`config.mk`:
```
export PLATFORM = sky130hd
export DESIGN_NAME = spm_access
export DESIGN_NICKNAME = d
export VERILOG_FILES = /design/src/hdl/spm_pkg.sv /design/src/hdl/spm_sync.sv /design/src/hdl/spm_access.sv
export SDC_FILE = /design/constraint.sdc
export NUM_CORES = 1
export LEC_CHECK = 0
export BUFFER_PORTS_ARGS = -buffer_cell sky130_fd_sc_hd__buf_2
export CAP_MARGIN = 20
export CORE_MARGIN = 5
export CORE_UTILIZATION = 51
export CTS_CLUSTER_SIZE = 8
export DETAILED_ROUTE_END_ITERATION = 10
export GPL_TIMING_DRIVEN = 0
export PLACE_DENSITY = 0.75
export SLEW_MARGIN = 0
export SYNTH_ARGS = -nofsm -noshare
export SYNTH_HDL_FRONTEND = slang
export SYNTH_HIERARCHICAL = 1
export SYNTH_SLANG_ARGS = --single-unit
```
`constraint.sdc`:
```
create_clock -name I_MCLK -period 2.9 [get_ports I_MCLK]
set_input_delay 0.145 -clock I_MCLK [delete_from_list [all_inputs] [get_ports I_MCLK]]
set_output_delay 0.145 -clock I_MCLK [all_outputs]
set_load 0.01 [all_outputs]
```
`src/hdl/spm_pkg.sv`:
```
package spm_pkg;

	// ****************************************
	// Map geometry and encodings
	// ****************************************
	localparam int          MAP_BYTES      = 16;
	localparam logic [7:0]  MAP_ERASED     = 8'hFF;
	localparam logic [7:0]  MAP_SHIPPED    = 8'h00;
	localparam logic [7:0]  OP_PREFIX_0    = 8'h3D;
	localparam logic [7:0]  OP_PREFIX_1    = 8'h2A;
	localparam logic [7:0]  OP_PREFIX_2    = 8'h7F;
	localparam logic [7:0]  OP_MAP_ERASE   = 8'hCF;
	localparam logic [7:0]  OP_MAP_PROGRAM = 8'hFC;
	localparam logic [7:0]  OP_MAP_READ    = 8'h32;
	localparam int          READ_DUMMIES   = 3;
	localparam int          SUB0A_HI       = 7;
	localparam int          SUB0A_LO       = 6;
	localparam int          SUB0B_HI       = 5;
	localparam int          SUB0B_LO       = 4;

	// ****************************************
	// Timing
	// ****************************************
	localparam int          CLK_PERIOD_NS          = 10;
	localparam int          MAP_ERASE_TIME_US      = 50;
	localparam int          MAP_PROGRAM_TIME_US    = 50;
	localparam int          MAP_ERASE_CYCLES       = MAP_ERASE_TIME_US * 1000 / CLK_PERIOD_NS;
	localparam int          MAP_PROGRAM_CYCLES     = MAP_PROGRAM_TIME_US * 1000 / CLK_PERIOD_NS;

	// ****************************************
	// Carriers
	// ****************************************
	typedef struct packed {
		logic cs_n;
		logic sck;
		logic si;
		logic wp_n;
	} pins_s;

	typedef struct packed {
		logic       valid;
		logic [7:0] data;
	} byte_s;

endpackage

```
`src/hdl/spm_sync.sv`:
```
`timescale 1ns/1ns
`default_nettype none
module spm_sync #(
	parameter int W = 4
) (
	input  wire logic         i_clk,
	input  wire logic         i_rst_n,
	input  wire logic [W-1:0] i_async,
	input  wire logic [W-1:0] i_reset_val,
	output logic      [W-1:0] o_sync
);
	logic [W-1:0] meta;
	logic [W-1:0] next_meta;
	logic [W-1:0] next_sync;

	always_comb begin
		next_meta = i_async;
		next_sync = meta;
	end

	// Reset value is a constant at every instance
	always_ff @(posedge i_clk or negedge i_rst_n) begin
		if (!i_rst_n) begin
			meta   <= '1;
			o_sync <= '1;
		end else begin
			meta   <= next_meta;
			o_sync <= next_sync;
		end
	end
endmodule // spm_sync
`default_nettype wire

```
`src/hdl/spm_access.sv`:
```
`timescale 1ns/1ns
`default_nettype none
// Contract
// - Sixteen-byte map, byte n for sector n
// - All-ones byte marks sector protected
// - Sector 0 bits 7:6 and 5:4 split
// - Mixed byte value gives undefined protection
// - Erase opcode 3D 2A 7F CF
// - Busy during self-timed map erase
// - Erase accepted regardless of global protection
// - Program opcode then sixteen bytes, sector order
// - Program starts at release, busy meanwhile
// - Short program leaves missing bytes undefined
// - Excess program bytes wrap to zero
// - Program accepted regardless of global protection
// - Program uses and overwrites data buffer 1
// - Read opcode 32, three dummies, then map
// - Undefined output after sixteenth read byte
// - Release ends read, output tristated
// - Shipped map is all zeros
// - Marked sectors blocked only when protection enabled
// - Write-protect pin asserted blocks map change
module spm_access
	import spm_pkg::*;
#(
	parameter int ERASE_CYCLES   = MAP_ERASE_CYCLES,
	parameter int PROGRAM_CYCLES = MAP_PROGRAM_CYCLES
) (
	input  wire logic        I_MCLK,
	input  wire logic        I_RST_N,
	input  wire logic        I_CS_N,
	input  wire logic        I_SCK,
	input  wire logic        I_SI,
	input  wire logic        I_WP_N,
	input  wire logic        I_SW_PROT_EN,
	input  wire logic [3:0]  I_CHK_SECTOR,
	input  wire logic        I_CHK_SUB0B,
	output logic             O_SO,
	output logic             O_SO_OE_N,
	output logic             O_BUSY,
	output logic             O_SECTOR_BLOCKED,
	output logic [127:0]     O_MAP,
	output logic [127:0]     O_BUF1_LOW
);
	import spm_pkg::*;

	typedef enum {S_IDLE, S_OPCODE, S_PREFIX, S_DUMMY, S_READ, S_PROG, S_IGNORE} cmd_e;
	typedef enum {B_IDLE, B_ERASE, B_PROG} busy_e;

	// ****************************************
	// Pin synchronisation
	// ****************************************
	pins_s pins_raw;
	pins_s pins;
	assign pins_raw = '{cs_n: I_CS_N, sck: I_SCK, si: I_SI, wp_n: I_WP_N};

	spm_sync #(.W(4)) u_sync (
		.i_clk       (I_MCLK),
		.i_rst_n     (I_RST_N),
		.i_async     (pins_raw),
		.i_reset_val (4'hF),
		.o_sync      (pins)
	);

	// ****************************************
	// State
	// ****************************************
	logic                sck_d;
	logic                cs_d;
	cmd_e                st;
	busy_e               bst;
	logic [2:0]          bitcnt;
	logic [7:0]          shreg;
	logic [1:0]          prefix_idx;
	logic [1:0]          dummy_cnt;
	logic [4:0]          byte_idx;
	logic [3:0]          wr_ptr;
	logic [7:0]          out_byte;
	logic                so;
	logic                so_oe_n;
	logic [31:0]         busy_cnt;
	logic                pend_erase;
	logic                pend_prog;
	logic [7:0]          map [MAP_BYTES];
	logic [7:0]          buf1 [MAP_BYTES];

	logic                next_sck_d;
	logic                next_cs_d;
	cmd_e                next_st;
	busy_e               next_bst;
	logic [2:0]          next_bitcnt;
	logic [7:0]          next_shreg;
	logic [1:0]          next_prefix_idx;
	logic [1:0]          next_dummy_cnt;
	logic [4:0]          next_byte_idx;
	logic [3:0]          next_wr_ptr;
	logic [7:0]          next_out_byte;
	logic                next_so;
	logic                next_so_oe_n;
	logic [31:0]         next_busy_cnt;
	logic                next_pend_erase;
	logic                next_pend_prog;
	logic [7:0]          next_map [MAP_BYTES];
	logic [7:0]          next_buf1 [MAP_BYTES];

	logic                rise;
	logic                fall;
	logic                cs_act;
	logic                cs_rel;
	logic [7:0]          got_byte;
	logic                byte_done;
	logic [7:0]          prefix_byte;
	logic [7:0]          chk_byte;

	assign rise      = pins.sck & ~sck_d;
	assign fall      = ~pins.sck & sck_d;
	assign cs_act    = ~pins.cs_n;
	assign cs_rel    = pins.cs_n & ~cs_d;
	assign got_byte  = {shreg[6:0], pins.si};
	assign byte_done = cs_act && rise && (bitcnt == 3'd7);

	always_comb begin
		unique case (prefix_idx)
			2'd0:    prefix_byte = OP_PREFIX_0;
			2'd1:    prefix_byte = OP_PREFIX_1;
			default: prefix_byte = OP_PREFIX_2;
		endcase
	end

	// ****************************************
	// Serial command decode and map access
	// ****************************************
	always_comb begin
		next_sck_d      = pins.sck;
		next_cs_d       = pins.cs_n;
		next_st         = st;
		next_bst        = bst;
		next_bitcnt     = bitcnt;
		next_shreg      = shreg;
		next_prefix_idx = prefix_idx;
		next_dummy_cnt  = dummy_cnt;
		next_byte_idx   = byte_idx;
		next_wr_ptr     = wr_ptr;
		next_out_byte   = out_byte;
		next_so         = so;
		next_so_oe_n    = so_oe_n;
		next_busy_cnt   = busy_cnt;
		next_pend_erase = pend_erase;
		next_pend_prog  = pend_prog;
		next_map        = map;
		next_buf1       = buf1;

		if (!cs_act) begin
			next_st        = S_IDLE;
			next_bitcnt    = 3'd0;
			next_so_oe_n   = 1'b1;
		end else if (rise) begin
			next_bitcnt = bitcnt + 3'd1;
			next_shreg  = got_byte;
		end

		if (byte_done) begin
			unique case (st)
				S_IDLE, S_OPCODE: begin
					next_prefix_idx = 2'd0;
					if (bst != B_IDLE)
						next_st = S_IGNORE;
					else if (got_byte == OP_PREFIX_0) begin
						next_st         = S_PREFIX;
						next_prefix_idx = 2'd1;
					end else if (got_byte == OP_MAP_READ) begin
						next_st        = S_DUMMY;
						next_dummy_cnt = 2'd0;
					end else
						next_st = S_IGNORE;
				end
				S_PREFIX: begin
					if (prefix_idx != 2'd3) begin
						if (got_byte == prefix_byte)
							next_prefix_idx = prefix_idx + 2'd1;
						else
							next_st = S_IGNORE;
					end else if (got_byte == OP_MAP_ERASE) begin
						next_st         = S_IGNORE;
						next_pend_erase = 1'b1;
					end else if (got_byte == OP_MAP_PROGRAM) begin
						next_st       = S_PROG;
						next_wr_ptr   = 4'd0;
						next_byte_idx = 5'd0;
					end else
						next_st = S_IGNORE;
				end
				S_DUMMY: begin
					next_dummy_cnt = dummy_cnt + 2'd1;
					if (dummy_cnt == 2'(READ_DUMMIES - 1)) begin
						next_st       = S_READ;
						next_byte_idx = 5'd0;
						next_out_byte = map[0];
					end
				end
				S_PROG: begin
					// Buffer 1 is the staging store, old data is lost
					next_buf1[wr_ptr] = got_byte;
					next_wr_ptr       = wr_ptr + 4'd1;
					if (byte_idx != 5'(MAP_BYTES))
						next_byte_idx = byte_idx + 5'd1;
					next_pend_prog = 1'b1;
				end
				S_READ: begin
					next_byte_idx = byte_idx + 5'd1;
					// Past the last byte the output is don't-care: FF for seventeen bytes, then map bytes again once byte_idx wraps
					next_out_byte = (byte_idx < 5'(MAP_BYTES - 1))
						? map[4'(byte_idx + 5'd1)] : MAP_ERASED;
				end
				default: ;
			endcase
		end

		// Shift out MSB first on falling edges
		if (cs_act && st == S_READ && fall) begin
			next_so      = out_byte[3'd7 - bitcnt];
			next_so_oe_n = 1'b0;
		end

		// Write-protect asserted refuses map changes
		if (cs_rel && pins.wp_n) begin
			// No gating on global protection for map commands
			if (pend_erase) begin
				next_bst      = B_ERASE;
				next_busy_cnt = 32'(ERASE_CYCLES);
			end else if (pend_prog) begin
				next_bst      = B_PROG;
				next_busy_cnt = 32'(PROGRAM_CYCLES);
			end
		end
		if (cs_rel) begin
			next_pend_erase = 1'b0;
			next_pend_prog  = 1'b0;
		end

		if (bst != B_IDLE) begin
			if (busy_cnt > 32'd1)
				next_busy_cnt = busy_cnt - 32'd1;
			else begin
				next_bst = B_IDLE;
				for (int i = 0; i < MAP_BYTES; i++) begin
					if (bst == B_ERASE)
						next_map[i] = MAP_ERASED;
					// Only bits can clear; unsent bytes keep old map value
					else if (4'(i) < wr_ptr || byte_idx >= 5'(MAP_BYTES))
						next_map[i] = map[i] & buf1[i];
				end
			end
		end
	end

	// ****************************************
	// Protection lookup
	// ****************************************
	always_comb begin
		chk_byte = map[I_CHK_SECTOR];
		if (I_CHK_SECTOR == 4'd0)
			// Low nibble ignored for sector 0
			chk_byte = I_CHK_SUB0B ? {8{&chk_byte[SUB0B_HI:SUB0B_LO]}}
				: {8{&chk_byte[SUB0A_HI:SUB0A_LO]}};
		// Mixed values resolve by their top bit, sector 0 pairs by both bits, not guaranteed
		O_SECTOR_BLOCKED = chk_byte[7] & (I_SW_PROT_EN | ~pins.wp_n);
	end

	always_comb begin
		for (int i = 0; i < MAP_BYTES; i++) begin
			O_MAP[i*8 +: 8]      = map[i];
			O_BUF1_LOW[i*8 +: 8] = buf1[i];
		end
	end

	assign O_SO      = so;
	assign O_SO_OE_N = so_oe_n;
	assign O_BUSY    = (bst != B_IDLE);

	always_ff @(posedge I_MCLK or negedge I_RST_N) begin
		if (!I_RST_N) begin
			sck_d      <= 1'b1;
			cs_d       <= 1'b1;
			st         <= S_IDLE;
			bst        <= B_IDLE;
			bitcnt     <= 3'd0;
			shreg      <= 8'h00;
			prefix_idx <= 2'd0;
			dummy_cnt  <= 2'd0;
			byte_idx   <= 5'd0;
			wr_ptr     <= 4'd0;
			out_byte   <= 8'h00;
			so         <= 1'b0;
			so_oe_n    <= 1'b1;
			busy_cnt   <= 32'd0;
			pend_erase <= 1'b0;
			pend_prog  <= 1'b0;
			for (int i = 0; i < MAP_BYTES; i++) begin
				map[i]  <= MAP_SHIPPED;
				buf1[i] <= 8'h00;
			end
		end else begin
			sck_d      <= next_sck_d;
			cs_d       <= next_cs_d;
			st         <= next_st;
			bst        <= next_bst;
			bitcnt     <= next_bitcnt;
			shreg      <= next_shreg;
			prefix_idx <= next_prefix_idx;
			dummy_cnt  <= next_dummy_cnt;
			byte_idx   <= next_byte_idx;
			wr_ptr     <= next_wr_ptr;
			out_byte   <= next_out_byte;
			so         <= next_so;
			so_oe_n    <= next_so_oe_n;
			busy_cnt   <= next_busy_cnt;
			pend_erase <= next_pend_erase;
			pend_prog  <= next_pend_prog;
			map        <= next_map;
			buf1       <= next_buf1;
		end
	end
endmodule // spm_access
`default_nettype wire

```
# ---- Word-level counts from Yosys, hierarchy flattened
# Index checks and enable logic that the tools add are counted.
dict set report word_totals {
  latchBits 0
  ff_bits 397
  mem_bits_rw 0
  out_inout_bits 260
  n_memories 0
  word_cells 321
  romBits 0
}
dict set report classes {
  n_mux 101
  n_reduce_logical 81
  div 0
  bitwise_logic 30
  addsub 7
  n_mul 0
  eq_ne 28
  magnitude_cmp 24
  shifts 0
}
# cell count
set op_table {}
lappend op_table {{32-bit two-way mux} 15}
lappend op_table {{8-bit two-way mux} 41}
lappend op_table {{8-bit bitwise AND} 16}
lappend op_table {{128-bit bitwise mux} 1}
lappend op_table {{32-bit by 2-bit equality test with 1-bit output, second input constant} 3}
lappend op_table {{32-bit one-hot mux with 3 select lines} 1}
lappend op_table {{8-bit binary-select mux with 4-bit select} 2}
lappend op_table {{32-bit by 3-bit equality test with 1-bit output, second input constant} 2}
lappend op_table {{2-bit nonzero test} 26}
lappend op_table {{3-bit AND reduction} 17}
lappend op_table {{8-bit demux with 4-bit select} 1}
lappend op_table {{32-bit by 1-bit equality test with 1-bit output, second input constant} 1}
lappend op_table {{32-bit by 4-bit equality test with 1-bit output, second input constant} 1}
lappend op_table {{32-bit by 1-bit > comparator with 1-bit output, second input constant} 1}
lappend op_table {{32-bit zero test} 1}
lappend op_table {{4-bit < comparator, first input constant} 8}
lappend op_table {{32-bit nonzero test} 1}
lappend op_table {{32-bit by 1-bit subtractor with 32-bit output, second input constant} 1}
lappend op_table {{5-bit two-way mux} 5}
lappend op_table {{2-bit inequality test, second input constant} 12}
lappend op_table {{5-bit >= comparator, second input constant} 4}
lappend op_table {{5-bit one-hot mux with 4 select lines} 1}
lappend op_table {{8-bit by 6-bit equality test with 1-bit output, second input constant} 2}
lappend op_table {{8-bit equality test, second input constant} 2}
lappend op_table {{39 further kinds} 106}

# ---- Depth between registers and ports, before layout
# Gate-level depths: netlist of the first run.
dict set report depth {
  depth_word 8
  depth_mapped 11
  mapped_depth_nobuf 7
}

# ---- Modules after synthesis
# The synthesis of the first run kept the hierarchy.
# mod area_per_inst_um2 seq_area_each_um2 n_inst cells_per_inst
set modules_own_cells {}
lappend modules_own_cells {spm_access 17088.9 9738.1 1 1309}
lappend modules_own_cells {spm_sync 210.2 210.2 1 8}

# ---- Worst setup path after synthesis of the first run
# OpenSTA, ideal clock, no wires.
dict set report synth_path {
  path_kind {register to register}
  start {register busy_cnt[26]}
  end {register map, in the netlist O_MAP[40]}
  period_less_slack_ps 2905
  path_buffers 4
  path_stages_with_launch 10
  t_arrival_ps 2784
  slack_ps -5
  path_cell_list {dfrtp_1 > or4_4 > buf_6 > or4_4 > buf_6 > or3_4 > buf_6 > or3_1 > buf_2 > o22a_1}
}
dict set report synth_via {
  elab_chain_cells 3
}
# element line_no
set synth_lines {}
lappend synth_lines {{from (decl)} spm_access.sv:81} ;# logic [31:0] busy_cnt;
lappend synth_lines {{from (signal assigned)} spm_access.sv:317} ;# busy_cnt <= next_busy_cnt;
lappend synth_lines {{32-bit by 1-bit > comparator with 1-bit output} spm_access.sv:242} ;# if (busy_cnt > 32'd1)
lappend synth_lines {{1-bit NOT (no line)} n/a}
lappend synth_lines {{3-bit AND reduction (no line)} n/a}
lappend synth_lines {{to (signal assigned)} spm_access.sv:320} ;# map <= next_map;
lappend synth_lines {{to (decl)} spm_access.sv:84} ;# logic [7:0] map [MAP_BYTES];
# No other way between the ends.
# A chain may end at the register's enable or synchronous reset.

# ---- Final worst setup path of the first run
dict set report layout_path {
  start {register busy_cnt[25]}
  end {register map, in the netlist O_MAP[51]}
}
# The elaborated chain is that of the path after synthesis.

==> results of run 1 <==
[power by group through the flow]
stage	Sequential [W]	Combinational [W]	Clock [W]
floorplan	0.00573	0.000276	0
global placement	0.00574	0.000632	0
detailed placement	0.00574	0.000652	0
CTS	0.00565	0.000661	0.00583
global route	0.00565	0.000712	0.00611
finish	0.00565	0.000660	0.00577
[stage by stage]
step / setup TNS, ns / hold WS, ns / area, um^2 / cells / power (W)
after floorplan: 0 / -0.1506 / 17320 / 1316 / 0.006003
after global placement: -2459.25 / 0.2558 / 19240 / 2035 / 0.006373
after detailed placement: -180.68 / 0.1508 / 19390 / 2046 / 0.006394
after CTS: 0 / 0.1617 / 21360 / 2162 / 0.01214
after global routing: -0.01440 / 0.2029 / 21600 / 2175 / 0.01247
final: 0 / 0.1331 / 21600 / 2175 / 0.01208
[final cells by class]
type | count | share of cell area [%]
Antenna cell | 3 | 0.03475
Clock buffer | 88 | 6.945
Tap cell | 448 | 2.595
Buffer | 81 | 2.149
Inverter | 27 | 0.4750
Multi-Input combinational cell | 805 | 33.11
Sequential cell | 397 | 46.06
Clock inverter | 2 | 0.06372
Timing Repair Buffer | 324 | 8.573
[flip-flops by register name, summed over array words and instances, names as in the netlist, 2 cells and up]
register / flops
st: 32
prefix_idx: 2
out_byte: 8
busy_cnt: 32
dummy_cnt: 2
u_sync/o_sync: 4
wr_ptr: 4
O_MAP: 128
shreg: 7
O_BUF1_LOW: 128
u_sync/meta: 4
bst: 32
byte_idx: 5
bitcnt: 3
[repair_timing]
item / CTS / global route
pin swaps: 18 / 6
hold endpoints to repair: 81 / 0
cloned: 1 / 1
hold buffers: 5 / 0
resized for setup: 65 / 46
setup endpoints to repair: 327 / 311
setup buffers: 24 / 11
[per-layer routing]
layer	part of all wire, %	up-vias	global-route usage (%)
li1	-	5771	-
met1	39	6974	37.85
met2	47	681	44.12
met3	9.9	116	8.601
met4	3.7	2	10.73
met5	0.033	-	0
[worst max-delay path, stage by stage (launching register included)]
cell and delay [ns]:
dfrtp_1 0.40, or4_4 0.58, or4_4 0.56, or3_4 0.36, buf_6 0.15, or3_1 0.33, buf_6 0.15, o22a_1 0.18
[path summary, 6_finish.rpt]
check	start	endpoint	slack, ns
hold / removal	I_RST_N	O_BUF1_LOW[117]	0.13
min in group I_MCLK	I_SI	u_sync/meta[1]	0.23
setup reg to reg	busy_cnt[25]	O_MAP[51]	0.06
setup / recovery	busy_cnt[25]	O_MAP[51]	0.06
hold reg to reg	u_sync/meta[2]	u_sync/o_sync[2]	0.35
max in group asynchronous	I_RST_N	O_BUF1_LOW[18]	1.27
==> metrics.txt, run 1 <==
status=finished clean; fmax=351.7 MHz; Worst setup SP type=flop; Synth Cell Area=17,300 um^2; vias in the first global route=14,240; drt pass-1 iters=6; FF/Latch Area=9948 um^2; IO buf count=~270; Final Cycle Share=a little over nine tenths; CTS Buffer Depth=3; total of max-cap violations=0; most frequent cells in the layout=386 x dfrtp_1, 275 x buf_2, 138 x mux2_2, 129 x o22a_1, 75 x clkbuf_1; initial antenna violation count=4; Yosys Warn Count=6; r2r worst-path depth=7; dpl ws=-1.275 ns; CP Data Arrival Time=3.28 ns; # setup viols final=0; # rows=67; CTS sink count=a little under 400; Sw Ratio=between 20% and 30%; DRC violations left=0; Final nets=roughly 1,700; Die Span Y=194.2 um; Vias/cell=6.227; final hold viol count=0; pwr/cell area=559.2 nW/um^2; Post-Synthesis Net Count=1,342; Util after Layout=between 60% and 70%; routability congestion estimate=0.9551; Initial Util=between 50 and 60%; vias=~14,000; clock share of power=a little under half; P_int=a little over 0.009 W; H-tree levels=2; clock root cell=clkbuf_16; Tot GR Track Use=28.33%; commonest non-fill, non-tap cell in the layout=dfrtp_1; Worst VDD drop=0.4411 mV; post-route ant nets=0; layout cell share with drive strength beyond 1=between 30 and 40%; worst setup margin=about 0.057 ns; Worst Hold Class=in -> async; min Tclk post-route=2.843 ns; CTS tree=built; grt ovf=0; fillers=between 2,000 and 3,000; # IOs=between 200 and 300; NetSw=~0.0029 W; area of the multi-input gates=just over 7000 um^2; first-pass GRT wire length=84.99 mm; Num CTS Buffers=55; drt first-iter violations=approximately 1,100; Syn Area/Cell=13.14 um^2; Setup crit end kind=flop; max_slew headroom=around 17%; clock skew=approximately 0.016 ns; routed wire length=roughly 54 mm; static leakage=between 10 and 15 nW; maximum fanout along the worst path=8; Die Area=roughly 38,000 um^2; critical path type=reg -> reg; WP data required=3.34 ns; Clock Pin Slew Worst Setup and Hold Paths=roughly 0.050 ns; combinational group share of total power=5.5%; sequential share of power=46.8%; Die Wd=between 150 and 200 um; Max Slew Vio Count=0; dpl hpwl=between 30 and 40 mm; Gate Count Post-Synth=1,316; largest net degree at the start of global routing=between 100 and 150; core area=around 34,000 um^2; Worst-Margin Slew=roughly 1.2 ns; routed len/inst=24.89 um; clk_lat worst skew=0.56 ns; Syn-to-layout area delta=24.89%
(Power assumes the default switching activity.)
==> run 2, diff against run 1 <==
- RECOVER_POWER: not set -> 25
==> metrics.txt, run 2 (same netlist as run 1, synthesis figures left out) <==
status=finished clean; Final nets=1,717; worst setup margin=roughly 0.057 ns; Tot GR Track Use=between 20 and 30%; total of max-cap violations=0; dpl hpwl=38.42 mm; vias in the first global route=approximately 14,000; routed len/inst=approximately 25 um; DR top layer=met5; Final Cycle Share=a little over nine tenths; Initial Util=between 50% and 60%; Max Slew Vio Count=0; flop2flop setup slack=about 0.057 ns; most frequent cells in the layout=386 x dfrtp_1, 188 x buf_2, 162 x clkbuf_1, 138 x mux2_2, 129 x o22a_1; first-pass GRT wire length=~85 mm; WP data required=between 3 and 4 ns; Worst-Margin Slew=around 1.3 ns; Util after Layout=64.03%; IO buf count=around 270; critical path type=reg -> reg; r2r worst-path depth=7; min Tclk post-route=around 2.8 ns; drt first-iter violations=approximately 1,200; CTS tree=built; Clock Pin Slew Worst Setup and Hold Paths=roughly 0.05 ns; pwr/cell area=about 560 nW/um^2; DRC violations left=0; clk_lat worst skew=~0.56 ns; routability congestion estimate=0.9551; dpl ws=-1.275 ns; # rows=67; fillers=2,584; Syn-to-layout area delta=24.15%; Worst setup SP type=flop; WL met1=about 21 mm; Setup crit end kind=flop; Num CTS Buffers=55; Worst Hold Class=in -> async; CTS sink count=approximately 400; final hold viol count=0; vias=about 14,000; drt pass-1 iters=6; layout cell share with drive strength beyond 1=around a third; Final Total Pwr=roughly 0.012 W; fmax=about 350 MHz; core area=around 34,000 um^2; commonest non-fill, non-tap cell in the layout=dfrtp_1; grt ovf=0; design area=around 21,000 um^2; clock root cell=clkbuf_16; Die Area=roughly 38,000 um^2; post-route ant nets=0; Die Wd=194.2 um; Die Span Y=194.2 um; max_slew headroom=a little over an eighth; reg-to-reg endpoint=O_MAP[51]; Vias/cell=between 6 and 7; CP Data Arrival Time=~3.3 ns; met3 WL=~5.2 mm; clock skew=approximately 0.013 ns; initial antenna violation count=4; reg-to-reg startpoint=busy_cnt[25]; met2 WL post-DR=25.46 mm; CTS Buffer Depth=3; placed inst area=about 19,000 um^2; maximum fanout along the worst path=8; H-tree levels=2; routed wire length=54.12 mm; static leakage=approximately 11 nW; largest net degree at the start of global routing=between 100 and 150; # setup viols final=0; Worst VDD drop=roughly 0.44 mV; # IOs=roughly 270
run 2: changes by cell type in the layout (fill, tap and decap cells not counted), sizes merged:
cell | previous run | this run
buf | 346 | 258
clkbuf | 142 | 230
run 2: cell type report:
cell class / count / area (um^2) / area share [%]
flip-flops and latches: 397 / 9948 / 46.33
multi-input cells: 805 / 7152 / 33.31
plain buffers: 81 / 464.2 / 2.162
clock inverters: 2 / 13.76 / 0.06410
clock buffers: 88 / 1500 / 6.987
inverters: 27 / 102.6 / 0.4778
repair buffers: 324 / 1723 / 8.024
diodes: 3 / 7.507 / 0.03496
well taps: 448 / 560.5 / 2.611
run 2: per-stage QoR:
step           hold slack (ns)  setup TNS (ns)  cells
2_1_floorplan          -0.1506               0   1316
3_3_place_gp            0.2558        -2459.25   2035
3_5_place_dp            0.1508         -180.68   2046
4_1_cts                 0.1617               0   2162
5_1_grt                 0.1942        -0.01438   2175
6_report                0.1219               0   2175
run 2: how the worst max path moves through the flow:
stage / startpoint / cells past startpoint / to
3_3_place_gp: I_RST_N / 1 / O_MAP[18]
2_1_floorplan: busy_cnt[26] / 9 / O_MAP[40]
4_1_cts: busy_cnt[26] / 9 / O_MAP[17]
3_5_place_dp: byte_idx[0] / 11 / out_byte[4]
5_1_grt: st[25] / 6 / byte_idx[0]
6_report: busy_cnt[25] / 7 / O_MAP[51]
run 2: repair_timing:
action,in CTS,in global routing
gates resized for setup,65,46
hold buffers,5,0
pin swaps,18,6
cloned,1,1
setup endpoints to repair,327,311
endpoints found under the hold margin,81,0
setup buffers,24,11
run 2: per-layer routing:
metal / vias up / track usage [%]
met3: 121 / 8.601
met4: 2 / 10.73
met2: 677 / 44.12
li1: 5764 / -
met5: - / 0
met1: 6960 / 37.85
run 2: critical path: stages, from the launching register on:
cell and delay, ns:
dfrtp_1 0.40, or4_4 0.58, or4_4 0.56, or3_4 0.36, buf_6 0.15, or3_1 0.33
buf_6 0.15, o22a_1 0.18
run 2: report_power, final:
| group | total (W) | switching (W) | internal, W |
|---|---|---|---|
| clock network | 0.00576 | 0.00229 | 0.00347 |
| registers | 0.00565 | 0.0000499 | 0.00560 |
| logic | 0.000660 | 0.000528 | 0.000133 |
| total | 0.0121 | 0.00287 | 0.00921 |
